### src/rtl/i2cmte_pkg.sv
package i2cmte_pkg;

  // ----------------------------------------------------------------
  // Widths
  // ----------------------------------------------------------------
  localparam int unsigned RELOAD_W   = 7;
  localparam int unsigned RS_RELOAD_W = 6;
  localparam int unsigned BYTE_W     = 8;
  localparam int unsigned CTL2_W     = 8;
  localparam int unsigned STAT_W     = 8;
  localparam int unsigned SEQ_W      = 5;
  localparam int unsigned PHASE_W    = 2;
  localparam int unsigned BITCNT_W   = 4;

  // ----------------------------------------------------------------
  // Field positions
  // ----------------------------------------------------------------
  localparam int unsigned CTL2_START_POS   = 0;
  localparam int unsigned CTL2_RESTART_POS = 1;
  localparam int unsigned CTL2_ACK_STATUS_BIT_POS = 6;
  localparam int unsigned STAT_BF_POS      = 0;
  localparam int unsigned STAT_START_POS   = 3;

  // ----------------------------------------------------------------
  // Reset values and counts
  // ----------------------------------------------------------------
  localparam logic [SEQ_W-1:0]    SEQ_RESET     = 5'h00;
  localparam logic [RELOAD_W-1:0] CNT_RESET     = 7'h00;
  localparam logic [BITCNT_W-1:0] BIT_LAST_DATA = 4'h7;
  localparam logic [BITCNT_W-1:0] BIT_ACK       = 4'h8;
  // Four-phase instruction cycle; the counter steps on phases 1 and 3
  localparam logic [PHASE_W-1:0]  PHASE_RESET   = 2'h0;
  localparam int unsigned         SYNC_STAGES   = 2;
  localparam int unsigned         BUF_DEPTH     = 2;

  // ----------------------------------------------------------------
  // Sequencer states
  // ----------------------------------------------------------------
  typedef enum logic [11:0] {
    S_IDLE      = 12'h001,
    S_ST_WAIT   = 12'h002,
    S_ST_HOLD   = 12'h004,
    S_RS_LOW    = 12'h008,
    S_RS_SDAHI  = 12'h010,
    S_RS_SCLREL = 12'h020,
    S_RS_HIGH   = 12'h040,
    S_RS_SDALO  = 12'h080,
    S_TX_LOW    = 12'h100,
    S_TX_REL    = 12'h200,
    S_TX_HIGH   = 12'h400,
    S_WAIT_BUF  = 12'h800
  } i2cmte_state_t;

endpackage

### src/rtl/i2cmte_sync.sv
`timescale 1ns/1ns
module i2cmte_sync #(
  parameter int unsigned WIDTH = 2
) (
  // Clock and reset
  input  wire logic             mclk_i,
  input  wire logic             arst_n_i,
  // Data
  input  wire logic [WIDTH-1:0] async_i,
  output logic      [WIDTH-1:0] sync_o
);

  logic [WIDTH-1:0] meta;

  // First stage feeds only the second stage
  always_ff @(posedge mclk_i or negedge arst_n_i) begin
    if (!arst_n_i) begin
      meta   <= '1;
      sync_o <= '1;
    end else begin
      meta   <= async_i;
      sync_o <= meta;
    end
  end

endmodule

### src/rtl/i2cmte_buf.sv
`timescale 1ns/1ns
module i2cmte_buf #(
  parameter int unsigned WIDTH = 8,
  parameter int unsigned DEPTH = 2
) (
  // Clock and reset
  input  wire logic             mclk_i,
  input  wire logic             arst_n_i,
  // Fill side
  input  wire logic             in_valid_i,
  output logic                  in_ready_o,
  input  wire logic [WIDTH-1:0] in_data_i,
  // Drain side
  output logic                  out_valid_o,
  input  wire logic             out_ready_i,
  output logic      [WIDTH-1:0] out_data_o
);

  localparam int unsigned PW = (DEPTH > 1) ? $clog2(DEPTH) : 1;

  logic [WIDTH-1:0] mem [DEPTH];
  logic [PW-1:0]    wr_ptr;
  logic [PW-1:0]    rd_ptr;
  logic [PW:0]      count;
  logic             push;
  logic             pop;

  assign in_ready_o  = (count != (PW+1)'(DEPTH));
  assign out_valid_o = (count != '0);
  assign out_data_o  = mem[rd_ptr];
  assign push        = in_valid_i && in_ready_o;
  assign pop         = out_valid_o && out_ready_i;

  always_ff @(posedge mclk_i) begin
    if (push) begin
      mem[wr_ptr] <= in_data_i;
    end
  end

  always_ff @(posedge mclk_i or negedge arst_n_i) begin
    if (!arst_n_i) begin
      wr_ptr <= '0;
      rd_ptr <= '0;
      count  <= '0;
    end else begin
      if (push) begin
        wr_ptr <= (wr_ptr == PW'(DEPTH - 1)) ? '0 : wr_ptr + 1'b1;
      end
      if (pop) begin
        rd_ptr <= (rd_ptr == PW'(DEPTH - 1)) ? '0 : rd_ptr + 1'b1;
      end
      if (push && !pop) begin
        count <= count + 1'b1;
      end else if (pop && !push) begin
        count <= count - 1'b1;
      end
    end
  end

endmodule

### src/rtl/i2cmte_top.sv
// Summary of operation
// - Released clock pauses counter until seen high
// - Start enable with idle lines reloads counter
// - Lines high at timeout: pull data low
// - Second rollover ends Start, clears enable
// - Start collision: lines low, abort to idle
// - Buffer write during Start sets write collision
// - Sequence bits locked until Start completes
// - Repeated Start: clock low, reload six bits
// - Release clock, hold high, drive data low
// - Start seen early, interrupt after timeout
// - Repeated Start ignored unless sequencer idle
// - Repeated Start collision on data or clock
// - Buffer write during Repeated Start discarded
// - Sequence bits locked until Repeated Start completes
// - Buffer write sets full flag, starts counter
// - Data changes with clock low, stable high
// - Eighth fall clears full flag, releases data
// - Ninth fall samples acknowledge into bit six
// - After ninth clock: interrupt, hold clock low
// - Write during shift flagged; software clears it
// - Address byte shifts out most significant first
// - Counter reloads seven bits, stops at zero
// - Counter steps twice per instruction cycle
`timescale 1ns/1ns
module i2cmte_top
  import i2cmte_pkg::*;
#(
  parameter int unsigned BUF_ENTRIES = i2cmte_pkg::BUF_DEPTH
) (
  // Clock and reset
  input  wire logic                              mclk_i,
  input  wire logic                              arst_n_i,
  // Bus pins, open drain
  input  wire logic                              scl_i,
  output logic                                   scl_o,
  output logic                                   scl_oe_o,
  input  wire logic                              sda_i,
  output logic                                   sda_o,
  output logic                                   sda_oe_o,
  // Configuration
  input  wire logic [i2cmte_pkg::RELOAD_W-1:0]   addr_reload_reg_i,
  // Second control register
  input  wire logic                              ctl2_wr_i,
  input  wire logic [i2cmte_pkg::SEQ_W-1:0]      ctl2_wdata_i,
  output logic      [i2cmte_pkg::CTL2_W-1:0]     port_control_two_o,
  // Transmit buffer write
  input  wire logic                              xfer_wr_i,
  input  wire logic [i2cmte_pkg::BYTE_W-1:0]     xfer_data_i,
  output logic                                   xfer_ready_o,
  // Status and flags
  output logic      [i2cmte_pkg::STAT_W-1:0]     port_status_reg_o,
  output logic                                   write_collision_flag_o,
  input  wire logic                              write_collision_flag_clr_i,
  output logic                                   port_irq_flag_o,
  input  wire logic                              irq_clr_i,
  output logic                                   bus_collision_flag_o,
  input  wire logic                              bcl_clr_i,
  output logic                                   idle_o
);

  import i2cmte_pkg::*;

  // ----------------------------------------------------------------
  // Declarations
  // ----------------------------------------------------------------
  i2cmte_state_t       state;
  i2cmte_state_t       next_state;
  logic                scl_s;
  logic                sda_s;
  logic                scl_q;
  logic                sda_q;
  logic [PHASE_W-1:0]  phase;
  logic                rate_tick;
  logic [RELOAD_W-1:0] rate_counter;
  logic                rate_run;
  logic                rate_done;
  logic                rate_load;
  logic [RELOAD_W-1:0] load_val;
  logic                scl_drv;
  logic                sda_drv;
  logic                next_scl_drv;
  logic                next_sda_drv;
  logic [SEQ_W-1:0]    seq_bits;
  logic                start_seq_enable;
  logic                restart_seq_enable;
  logic                idle_st;
  logic                seq_busy;
  logic                coll;
  logic                irq_set;
  logic                seq_clr;
  logic                take_byte;
  logic                bit_adv;
  logic                ack_smp;
  logic                bf_clr;
  logic                buffer_full_flag;
  logic                start_seen;
  logic                ack_status_bit;
  logic [BYTE_W-1:0]   shift_register;
  logic [BITCNT_W-1:0] bit_cnt;
  logic                tx_bit;
  logic                wr_ok;
  logic                buf_in_ready;
  logic                buf_push;
  logic                buf_valid;
  logic [BYTE_W-1:0]   buf_data;

  // ----------------------------------------------------------------
  // Pin synchronisers and buffer
  // ----------------------------------------------------------------
  i2cmte_sync #(
    .WIDTH (2)
  ) u_sync (
    .mclk_i   (mclk_i),
    .arst_n_i (arst_n_i),
    .async_i  ({scl_i, sda_i}),
    .sync_o   ({scl_s, sda_s})
  );

  i2cmte_buf #(
    .WIDTH (BYTE_W),
    .DEPTH (BUF_ENTRIES)
  ) u_buf (
    .mclk_i      (mclk_i),
    .arst_n_i    (arst_n_i),
    .in_valid_i  (buf_push),
    .in_ready_o  (buf_in_ready),
    .in_data_i   (xfer_data_i),
    .out_valid_o (buf_valid),
    .out_ready_i (take_byte),
    .out_data_o  (buf_data)
  );

  assign start_seq_enable   = seq_bits[CTL2_START_POS];
  assign restart_seq_enable = seq_bits[CTL2_RESTART_POS];
  assign idle_st            = (state == S_IDLE) || (state == S_WAIT_BUF);
  assign seq_busy           = start_seq_enable || restart_seq_enable;
  // At most one byte queues: a byte is accepted only while the engine waits
  assign wr_ok              = idle_st && !seq_busy;
  assign xfer_ready_o       = wr_ok && buf_in_ready;
  assign buf_push           = xfer_wr_i && xfer_ready_o;
  assign tx_bit             = (bit_cnt == BIT_ACK) ? 1'b1 : shift_register[BYTE_W-1];

  // ----------------------------------------------------------------
  // Rate counter
  // ----------------------------------------------------------------
  always_ff @(posedge mclk_i or negedge arst_n_i) begin
    if (!arst_n_i) begin
      phase <= PHASE_RESET;
    end else begin
      phase <= phase + 1'b1;
    end
  end

  assign rate_tick = phase[0];
  assign rate_done = rate_run && rate_tick && (rate_counter == CNT_RESET);

  always_ff @(posedge mclk_i or negedge arst_n_i) begin
    if (!arst_n_i) begin
      rate_counter <= CNT_RESET;
      rate_run     <= 1'b0;
    end else if (rate_load) begin
      rate_counter <= load_val;
      rate_run     <= 1'b1;
    end else if (rate_done || coll) begin
      rate_run     <= 1'b0;
    end else if (rate_run && rate_tick) begin
      rate_counter <= rate_counter - 1'b1;
    end
  end

  // ----------------------------------------------------------------
  // Sequencer
  // ----------------------------------------------------------------
  always_comb begin
    next_state   = state;
    next_scl_drv = scl_drv;
    next_sda_drv = sda_drv;
    rate_load    = 1'b0;
    load_val     = addr_reload_reg_i;
    coll         = 1'b0;
    irq_set      = 1'b0;
    seq_clr      = 1'b0;
    take_byte    = 1'b0;
    bit_adv      = 1'b0;
    ack_smp      = 1'b0;
    bf_clr       = 1'b0;
    case (state)
      S_IDLE, S_WAIT_BUF: begin
        if (start_seq_enable) begin
          if (scl_s && sda_s) begin
            rate_load  = 1'b1;
            next_state = S_ST_WAIT;
          end else begin
            coll = 1'b1;
          end
        end else if (restart_seq_enable) begin
          next_scl_drv = 1'b1;
          next_state   = S_RS_LOW;
        end else if (buf_valid) begin
          take_byte    = 1'b1;
          next_scl_drv = 1'b1;
          rate_load    = 1'b1;
          next_state   = S_TX_LOW;
        end
      end
      S_ST_WAIT: begin
        if (!scl_s) begin
          coll = 1'b1;
        end else if (rate_done) begin
          if (sda_s) begin
            next_sda_drv = 1'b1;
            rate_load    = 1'b1;
            next_state   = S_ST_HOLD;
          end else begin
            coll = 1'b1;
          end
        end
      end
      S_ST_HOLD: begin
        if (rate_done) begin
          seq_clr    = 1'b1;
          irq_set    = 1'b1;
          next_state = S_IDLE;
        end
      end
      S_RS_LOW: begin
        if (!scl_s) begin
          rate_load    = 1'b1;
          load_val     = {1'b0, addr_reload_reg_i[RS_RELOAD_W-1:0]};
          next_sda_drv = 1'b0;
          next_state   = S_RS_SDAHI;
        end
      end
      S_RS_SDAHI: begin
        if (rate_done) begin
          if (sda_s) begin
            next_scl_drv = 1'b0;
            next_state   = S_RS_SCLREL;
          end else begin
            coll = 1'b1;
          end
        end
      end
      S_RS_SCLREL: begin
        if (scl_s) begin
          if (!sda_s) begin
            coll = 1'b1;
          end else begin
            rate_load  = 1'b1;
            next_state = S_RS_HIGH;
          end
        end
      end
      S_RS_HIGH: begin
        if (!scl_s || !sda_s) begin
          coll = 1'b1;
        end else if (rate_done) begin
          next_sda_drv = 1'b1;
          rate_load    = 1'b1;
          next_state   = S_RS_SDALO;
        end
      end
      S_RS_SDALO: begin
        if (!scl_s) begin
          coll = 1'b1;
        end else if (rate_done) begin
          seq_clr    = 1'b1;
          irq_set    = 1'b1;
          next_state = S_IDLE;
        end
      end
      S_TX_LOW: begin
        // Data moves only once the clock is really low
        if (!scl_s) begin
          next_sda_drv = !tx_bit;
        end
        if (rate_done) begin
          next_scl_drv = 1'b0;
          next_state   = S_TX_REL;
        end
      end
      S_TX_REL: begin
        if (scl_s) begin
          rate_load  = 1'b1;
          next_state = S_TX_HIGH;
        end
      end
      S_TX_HIGH: begin
        if (rate_done) begin
          next_scl_drv = 1'b1;
          if (bit_cnt == BIT_ACK) begin
            ack_smp      = 1'b1;
            irq_set      = 1'b1;
            next_sda_drv = 1'b0;
            next_state   = S_WAIT_BUF;
          end else begin
            bit_adv    = 1'b1;
            rate_load  = 1'b1;
            bf_clr     = (bit_cnt == BIT_LAST_DATA);
            next_state = S_TX_LOW;
          end
        end
      end
      default: begin
        next_state = S_IDLE;
      end
    endcase
    if (coll) begin
      next_scl_drv = 1'b0;
      next_sda_drv = 1'b0;
      seq_clr      = 1'b1;
      rate_load    = 1'b0;
      next_state   = S_IDLE;
    end
  end

  always_ff @(posedge mclk_i or negedge arst_n_i) begin
    if (!arst_n_i) begin
      state <= S_IDLE;
    end else begin
      state <= next_state;
    end
  end

  always_ff @(posedge mclk_i or negedge arst_n_i) begin
    if (!arst_n_i) begin
      scl_drv <= 1'b0;
      sda_drv <= 1'b0;
    end else begin
      scl_drv <= next_scl_drv;
      sda_drv <= next_sda_drv;
    end
  end

  // ----------------------------------------------------------------
  // Shifter
  // ----------------------------------------------------------------
  always_ff @(posedge mclk_i or negedge arst_n_i) begin
    if (!arst_n_i) begin
      shift_register <= '0;
      bit_cnt        <= '0;
    end else if (take_byte) begin
      shift_register <= buf_data;
      bit_cnt        <= '0;
    end else if (bit_adv) begin
      shift_register <= {shift_register[BYTE_W-2:0], 1'b0};
      bit_cnt        <= bit_cnt + 1'b1;
    end
  end

  // ----------------------------------------------------------------
  // Control and status
  // ----------------------------------------------------------------
  // Enables may only be raised while idle; others keep what was written
  always_ff @(posedge mclk_i or negedge arst_n_i) begin
    if (!arst_n_i) begin
      seq_bits <= SEQ_RESET;
    end else if (seq_clr) begin
      seq_bits[CTL2_START_POS]   <= 1'b0;
      seq_bits[CTL2_RESTART_POS] <= 1'b0;
    end else if (ctl2_wr_i && !seq_busy) begin
      seq_bits <= ctl2_wdata_i;
      if (!idle_st) begin
        seq_bits[CTL2_START_POS]   <= 1'b0;
        seq_bits[CTL2_RESTART_POS] <= 1'b0;
      end
    end
  end

  always_ff @(posedge mclk_i or negedge arst_n_i) begin
    if (!arst_n_i) begin
      buffer_full_flag <= 1'b0;
    end else if (buf_push) begin
      buffer_full_flag <= 1'b1;
    end else if (bf_clr) begin
      buffer_full_flag <= 1'b0;
    end
  end

  always_ff @(posedge mclk_i or negedge arst_n_i) begin
    if (!arst_n_i) begin
      write_collision_flag_o <= 1'b0;
    end else if (xfer_wr_i && !xfer_ready_o) begin
      write_collision_flag_o <= 1'b1;
    end else if (write_collision_flag_clr_i) begin
      write_collision_flag_o <= 1'b0;
    end
  end

  always_ff @(posedge mclk_i or negedge arst_n_i) begin
    if (!arst_n_i) begin
      port_irq_flag_o <= 1'b0;
    end else if (irq_set) begin
      port_irq_flag_o <= 1'b1;
    end else if (irq_clr_i) begin
      port_irq_flag_o <= 1'b0;
    end
  end

  always_ff @(posedge mclk_i or negedge arst_n_i) begin
    if (!arst_n_i) begin
      bus_collision_flag_o <= 1'b0;
    end else if (coll) begin
      bus_collision_flag_o <= 1'b1;
    end else if (bcl_clr_i) begin
      bus_collision_flag_o <= 1'b0;
    end
  end

  always_ff @(posedge mclk_i or negedge arst_n_i) begin
    if (!arst_n_i) begin
      ack_status_bit <= 1'b0;
    end else if (ack_smp) begin
      ack_status_bit <= sda_s;
    end
  end

  // Start seen from the lines, cleared by a stop on the lines
  always_ff @(posedge mclk_i or negedge arst_n_i) begin
    if (!arst_n_i) begin
      scl_q      <= 1'b1;
      sda_q      <= 1'b1;
      start_seen <= 1'b0;
    end else begin
      scl_q <= scl_s;
      sda_q <= sda_s;
      if (scl_s && scl_q && sda_q && !sda_s) begin
        start_seen <= 1'b1;
      end else if (scl_s && scl_q && !sda_q && sda_s) begin
        start_seen <= 1'b0;
      end
    end
  end

  // ----------------------------------------------------------------
  // Outputs
  // ----------------------------------------------------------------
  always_comb begin
    port_control_two_o                   = '0;
    port_control_two_o[SEQ_W-1:0]        = seq_bits;
    port_control_two_o[CTL2_ACK_STATUS_BIT_POS] = ack_status_bit;
    port_status_reg_o                    = '0;
    port_status_reg_o[STAT_BF_POS]       = buffer_full_flag;
    port_status_reg_o[STAT_START_POS]    = start_seen;
  end

  assign scl_o    = 1'b0;
  assign sda_o    = 1'b0;
  assign scl_oe_o = scl_drv;
  assign sda_oe_o = sda_drv;
  assign idle_o   = idle_st && !seq_busy;

endmodule

### config.mk
export PLATFORM = sky130hd
export DESIGN_NAME = i2cmte_top
export DESIGN_NICKNAME = d
export VERILOG_FILES = /design/src/rtl/i2cmte_pkg.sv /design/src/rtl/i2cmte_sync.sv /design/src/rtl/i2cmte_buf.sv /design/src/rtl/i2cmte_top.sv
export SDC_FILE = /design/constraint.sdc
export NUM_CORES = 1
export LEC_CHECK = 0
export ABC_CLOCK_PERIOD_IN_PS = 9250
export BUFFER_PORTS_ARGS = -buffer_cell sky130_fd_sc_hd__buf_2
export CELL_PAD_IN_SITES_DETAIL_PLACEMENT = 2
export CELL_PAD_IN_SITES_GLOBAL_PLACEMENT = 2
export CORE_UTILIZATION = 40
export CTS_CLUSTER_DIAMETER = 50
export CTS_CLUSTER_SIZE = 28
export DETAILED_ROUTE_END_ITERATION = 12
export HOLD_SLACK_MARGIN = 0.03
export PLACE_DENSITY = 0.83
export SLEW_MARGIN = 20
export SYNTH_ARGS = -nofsm -noshare
export SYNTH_HDL_FRONTEND = slang
export SYNTH_SLANG_ARGS = --single-unit
### constraint.sdc
create_clock -name mclk_i -period 9.25 [get_ports mclk_i]
set_input_delay 1.85 -clock mclk_i [delete_from_list [all_inputs] [get_ports mclk_i]]
set_output_delay 1.85 -clock mclk_i [all_outputs]
set_load 0.05 [all_outputs]
# ---- Word level (Yosys, flattened, before mapping)
# Memory sizes are Yosys's and may differ from the RTL's.
# Cells that the tools add are included.
dict set report classes {
  add_sub_neg 7
  multipliers 0
  div_mod_pow 0
  magnitude_cmp 0
  eq_ne 36
  shift 0
  mux 109
  n_bitwise 1
  n_reduce_logical 49
}
# op n
set ops {}
lappend ops {{$mux 12} 21}
lappend ops {{$pmux 12 s11} 1}
lappend ops {{$mux 1} 67}
lappend ops {{$mux 7} 5}
lappend ops {{$ne 3x3->1 const B} 10}
lappend ops {{$reduce_bool 2->1} 11}
lappend ops {{$ne 3x2->1 const B} 7}
lappend ops {{$logic_and 1x1->1} 17}
lappend ops {{$mux 8} 2}
lappend ops {{$reduce_and 16->1} 1}
lappend ops {{$eq 12x1->1 const B} 1}
lappend ops {{$eq 12x10->1 const B} 1}
lappend ops {{$eq 12x11->1 const B} 1}
lappend ops {{$eq 12x12->1 const B} 1}
lappend ops {{$eq 12x2->1 const B} 1}
lappend ops {{$eq 12x3->1 const B} 1}
lappend ops {{$eq 12x4->1 const B} 1}
lappend ops {{$eq 12x5->1 const B} 1}
lappend ops {{$eq 12x6->1 const B} 1}
lappend ops {{$eq 12x7->1 const B} 1}
lappend ops {{$eq 12x8->1 const B} 1}
lappend ops {{$eq 12x9->1 const B} 1}
lappend ops {{$mux 2} 5}
lappend ops {{$reduce_and 10->1} 1}
lappend ops {{27 further kinds} 42}
dict set report totals {
  reg_bits 57
  latchBits 0
  ram_bits 16
  romBits 0
  in_bits 29
  output_inout_bits 25
  word_cells 226
  memories 1
}
# memory depth width read_ports rd_ports_with_merged_regs write_ports line_no
set mem_list {}
lappend mem_list {u_buf.mem 2 8 1 0 1 i2cmte_buf.sv:21} ;# logic [WIDTH-1:0] mem [DEPTH];

# ---- Longest topological paths before layout
dict set report logic_depth {
  depth_word 10
  depth_mapped 10
  mapped_depth_nobuf 9
}

# ---- By module
# From an unflattened synthesis, not the netlist that was laid out.
dict set report hier_totals {
  hier_cells 350
  hier_area_um2 3896.2
}
# module n_inst cells_per_inst area_per_inst_um2 seq_area_each_um2
set by_module_without_submodules {}
lappend by_module_without_submodules {i2cmte_top 1 303 3004.1 1204.9}
lappend by_module_without_submodules {i2cmte_buf 1 43 787.0 580.6}
lappend by_module_without_submodules {i2cmte_sync 1 4 105.1 105.1}

# ---- Worst setup path before layout
# OpenSTA, ideal clock, no wires.
dict set report synth_timing {
  path_kind {flip-flop to output port}
  from {register state[1]}
  to {output port xfer_ready_o}
  arrival_time_ps 3349
  t_required_ps 7400
  setup_slack_ps 4051
  path_stages_with_launch 6
  path_buffers 1
  cell_sequence {dfrtp_1 > buf_6 > or4_4 > or4_4 > nor3_4 > a21boi_0}
}
dict set report synth_between {
  elab_chain_cells 4
  elab_cells_between_ends 5
  classes_between {2 x eq/ne; 3 x reduce/logical}
}
# item line_no
set synth_rtl {}
lappend synth_rtl {{start: declaration} i2cmte_top.sv:67} ;# i2cmte_state_t state;
lappend synth_rtl {{start signal: assignment} i2cmte_top.sv:322} ;# state <= next_state;
lappend synth_rtl {{$eq 12x1->1 / $eq 12x12->1 (equally long branches)} i2cmte_top.sv:136} ;# assign idle_st = (state == S_IDLE) || (state == S_WAIT_BUF);
lappend synth_rtl {{$logic_or 1x1->1 *} i2cmte_top.sv:136}
lappend synth_rtl {{$logic_and 1x1->1 *} -}
lappend synth_rtl {{net idle_o} i2cmte_top.sv:59} ;# output logic idle_o
lappend synth_rtl {{$logic_and 1x1->1 *} i2cmte_top.sv:140} ;# assign xfer_ready_o = wr_ok && buf_in_ready;
lappend synth_rtl {{end: declaration} i2cmte_top.sv:50} ;# output logic xfer_ready_o,
# The timed path passes the listed nets; every way through them passes the cells marked *.

# ---- Final worst setup path
dict set report layout_timing {
  from {register state[1]}
  to {output port xfer_ready_o}
}
dict set report layout_between {
  elab_chain_cells 4
  elab_cells_between_ends 5
  classes_between {2 x eq/ne; 3 x reduce/logical}
}
# item line_no
set layout_rtl {}
lappend layout_rtl {{$eq 12x1->1 / $eq 12x12->1 (equally long branches)} i2cmte_top.sv:136}
lappend layout_rtl {{$logic_or 1x1->1 *} i2cmte_top.sv:136}
lappend layout_rtl {{$logic_and 1x1->1 *} i2cmte_top.sv:139} ;# assign wr_ok = idle_st && !seq_busy;
lappend layout_rtl {{$logic_and 1x1->1 *} i2cmte_top.sv:140}
# Mark *: on every way between the ends. The rest lies on a longest branch, timed or not.

==> flow_summary.json <==
{
  "status": "complete, but fails checks",
  "violations": "design-rule violations",
  "drc": 1,
  "setup_violations": 0,
  "post_synthesis_xor_xnor_area_fraction_pct": 4.49,
  "clock_sinks": 72,
  "die_h_um": 98.2,
  "placementRows": 34,
  "grt_util_met1_pct": 26.5,
  "cts_hold_buf": 0,
  "synthMuxAreaShare_pct": 7.23,
  "ys_dominant_reg_cell": "sky130_fd_sc_hd__dfrtp_1",
  "layout-drive-gt1-share_pct": 24.7,
  "synth_cells": 341,
  "hold_start": "u_sync.meta[0]$_DFF_PN1_",
  "cts_buffer_depth": 2,
  "fraction_of_the_mapped_netlist_area_in_compound_gates_pct": 11.6,
  "timing.critical_path.required_ps": 7400,
  "placed_area_mm2": 0.00395,
  "core-area_mm2": 0.00885,
  "cts.root.buffer_cell": "sky130_fd_sc_hd__clkbuf_8",
  "io-pin-count": 54,
  "critical_path.max_fanout": 9,
  "first_global_vias": 3130,
  "ant_nets": 0,
  "netlist.area_leader.share_pct": 33.1,
  "synth_cell_types": 57,
  "routed_length_per_instance_um": 19.9,
  "synthesized_area_divided_by_synthesized_cell_count_um2": 10.9,
  "grt_use_total_pct": 21.9,
  "drt_first_pass_iters": 10,
  "final_nets": 414,
  "syn_to_final_growth_pct": 11.9,
  "min_period_ps": 4740,
  "floorplan.initialDensity_pct": 41.9,
  "worst_setup_path_startpoint": "state[1]$_DFFE_PN0P_",
  "drt_wl_total_um": 9830,
  "synth_edf_count": 16,
  "synth_seq_cells": 72,
  "rd_place_congestion": 0.895,
  "detail_route.vias_per_cell": 5.58,
  "synth_top_family_by_area": "simple AND/OR/NAND/NOR gates",
  "relSlewSlack_pct": 44.9,
  "post-route-period-util_pct": 51.3,
  "yosys.area_share.adder_pct": 1.69,
  "global_route.usage.met3_pct": 4.51,
  "setup-tns-final_ps": 0,
  "drt_iter0_drc": 85,
  "grt_pass1_wl_um": 16200,
  "synth_area_mm2": 0.00370,
  "portBuffers": 43,
  "floorplan.die.width_um": 98.2,
  "crit_path_start_kind": "flop",
  "grt.overflow.total": 0,
  "worstSetupEndpointType": "primary output",
  "vias": 2750,
  "globalRouteMet2Util_pct": 38.8,
  "pin_count_of_the_biggest_net_entering_global_routing": 57,
  "setup.worst_path.class": "reg2out",
  "rr_startpoint": "rate_counter[5]$_DFFE_PN0P_",
  "cts_tree": "yes",
  "post_synth_and_or_nand_nor_area_fraction_pct": 18.2,
  "yosys_warnings": 0,
  "power.density_cell_area_mw_per_mm2": 341,
  "power.static_leakage_nw": 1.84,
  "cts_setup_buffers": 0,
  "asyncSetResetFlopFracSynth_pct": 77.8,
  "ctsHtreeMaxLevel": 3,
  "synth.area.top_cells": "sky130_fd_sc_hd__dfrtp_1, sky130_fd_sc_hd__edfxtp_1, sky130_fd_sc_hd__dfstp_2, sky130_fd_sc_hd__mux2_2, sky130_fd_sc_hd__mux2i_1",
  "hold_viol": 0,
  "tritoncts.num_buffers": 9,
  "fp.dieArea_mm2": 0.00965,
  "final.setup_skew_ps": 12.6,
  "cts_resized": 0,
  "timing.hold.worst.class": "reg2reg",
  "timing.fmax_mhz": 211,
  "worst_ir_drop_vdd_v": 0.000209,
  "ys_seq_area_share_pct": 51.0,
  "path_clk_slew_ps": 80,
  "antenna-diode-count": 0,
  "placed_wire_length_estimate_um": 7130,
  "critPathArrivalTime_ps": 2890,
  "netlist.top_cell.by_area": "sky130_fd_sc_hd__dfrtp_1",
  "worst-slew-pin-transition_ps": 819,
  "clk-insertion-delay-late_ps": 350,
  "rsz0062_at_grt": "false",
  "timing.final.max_slew_violations": 0,
  "max_cap_violations": 0,
  "post-route-cell-area_mm2": 0.00414,
  "busiest_layer": "met2",
  "grt_antenna_before_repair": 0
}
==> where the power goes <==
part           switching (mW)  total, mW  internal (mW)
Sequential             0.0863      0.505          0.419
Combinational           0.413      0.670          0.257
Clock                   0.136      0.238          0.102
Total                   0.635       1.41          0.777
==> Yosys cell counts (11+ instances only) <==
| master | number |
|---|---|
| sky130_fd_sc_hd__nand2_1 | 16 |
| sky130_fd_sc_hd__xor2_1 | 11 |
| sky130_fd_sc_hd__dfrtp_1 | 49 |
| sky130_fd_sc_hd__inv_1 | 13 |
| sky130_fd_sc_hd__mux2i_1 | 11 |
| sky130_fd_sc_hd__edfxtp_1 | 16 |
| sky130_fd_sc_hd__nor2_1 | 24 |
| sky130_fd_sc_hd__mux2_2 | 14 |
| sky130_fd_sc_hd__nor3_1 | 11 |
| sky130_fd_sc_hd__nand3_1 | 13 |
| sky130_fd_sc_hd__buf_4 | 14 |
| sky130_fd_sc_hd__nor2b_1 | 11 |
| sky130_fd_sc_hd__a21oi_1 | 12 |
==> routing by layer <==
layer / share of wire, % / up-vias
li1: - / 1297
met1: 43 / 1387
met3: 3.0 / 12
met5: 0 / -
met4: 1.4 / 0
met2: 53 / 54
==> final cells by class <==
type / count / area (um2)
Clock buffer: 9 / 124
Multi-Input combinational cell: 239 / 1660
Sequential cell: 72 / 1890
Tap cell: 108 / 135
Clock inverter: 7 / 60.1
Fill cell: 918 / 4700
Inverter: 13 / 48.8
Timing Repair Buffer: 45 / 230
==> cell usage in the layout (no fill, tap or decap), types with 10 or more instances in the layout <==
cell                       netlist  final
sky130_fd_sc_hd__dfrtp_1        49     49
sky130_fd_sc_hd__buf_2           3     43
sky130_fd_sc_hd__nor2_1         24     24
sky130_fd_sc_hd__nand2_1        16     16
sky130_fd_sc_hd__edfxtp_1       16     16
sky130_fd_sc_hd__mux2_2         14     14
sky130_fd_sc_hd__inv_1          13     13
sky130_fd_sc_hd__nand3_1        13     13
sky130_fd_sc_hd__a21oi_1        12     12
sky130_fd_sc_hd__nor2b_1        11     11
sky130_fd_sc_hd__xor2_1         11     11
sky130_fd_sc_hd__mux2i_1        11     11
sky130_fd_sc_hd__nor3_1         11     10
sky130_fd_sc_hd__conb_1          1     10
==> flip-flops by register name (all words and copies together), names as in the netlist, 2 cells and up <==
name and flops:
u_sync.sync_o 2, shift_register 8, state 12, seq_bits 5
bit_cnt 4, u_buf.count 2, u_sync.meta 2, u_buf.mem 16
rate_counter 7
==> worst max-delay path, stage by stage (launching register included) <==
cell and delay, ps:
sky130_fd_sc_hd__dfrtp_1 490, sky130_fd_sc_hd__or4_4 600, sky130_fd_sc_hd__or4_4 510, sky130_fd_sc_hd__nor3_4 230, sky130_fd_sc_hd__a21boi_0 380, sky130_fd_sc_hd__buf_2 340
==> metrics by stage <==
| stage | hold WS [ps] | utilization, % | setup WS (ps) | total power [mW] | std cells |
|---|---|---|---|---|---|
| 2_1_floorplan | 345 | - | 4050 | 1.01 | 350 |
| 3_3_place_gp | 346 | 44.6 | 4970 | 1.14 | 477 |
| 3_5_place_dp | 348 | 44.6 | 4890 | 1.17 | 477 |
| 4_1_cts | 361 | 46.7 | 4470 | 1.42 | 493 |
| 5_1_grt | 362 | 46.8 | 4320 | 1.50 | 493 |
| 6_report | 359 | 46.8 | 4510 | 1.41 | 493 |
==> final timing paths <==
path | endpoint | slack [ps] | cells after the start
worst max-delay path | xfer_ready_o | 4510 | 5
worst min register to register | u_sync.sync_o[0]$_DFF_PN1_ | 360 | 0
worst max register to register | state[2]$_DFFE_PN0P_ | 5790 | 7
min in group asynchronous | state[7]$_DFFE_PN0P_ | 1640 | 2
max in group asynchronous | state[4]$_DFFE_PN0P_ | 7120 | 2
worst min-delay path | u_sync.sync_o[0]$_DFF_PN1_ | 360 | 0
==> cell families (layout without fill, tap and decap cells) <==
| logic type | after synthesis | count (layout) |
|---|---|---|
| DFF | 72 | 72 |
| adders and majority gates | 5 | 5 |
| xor gates and xnor gates | 19 | 19 |
| and+or+nand+nor | 120 | 120 |
| other | 1 | 10 |
| muxes | 25 | 25 |
| buffers and inverters | 39 | 74 |
| AOI/OAI and AO/OA | 60 | 60 |
(Power assumes the default switching activity.)
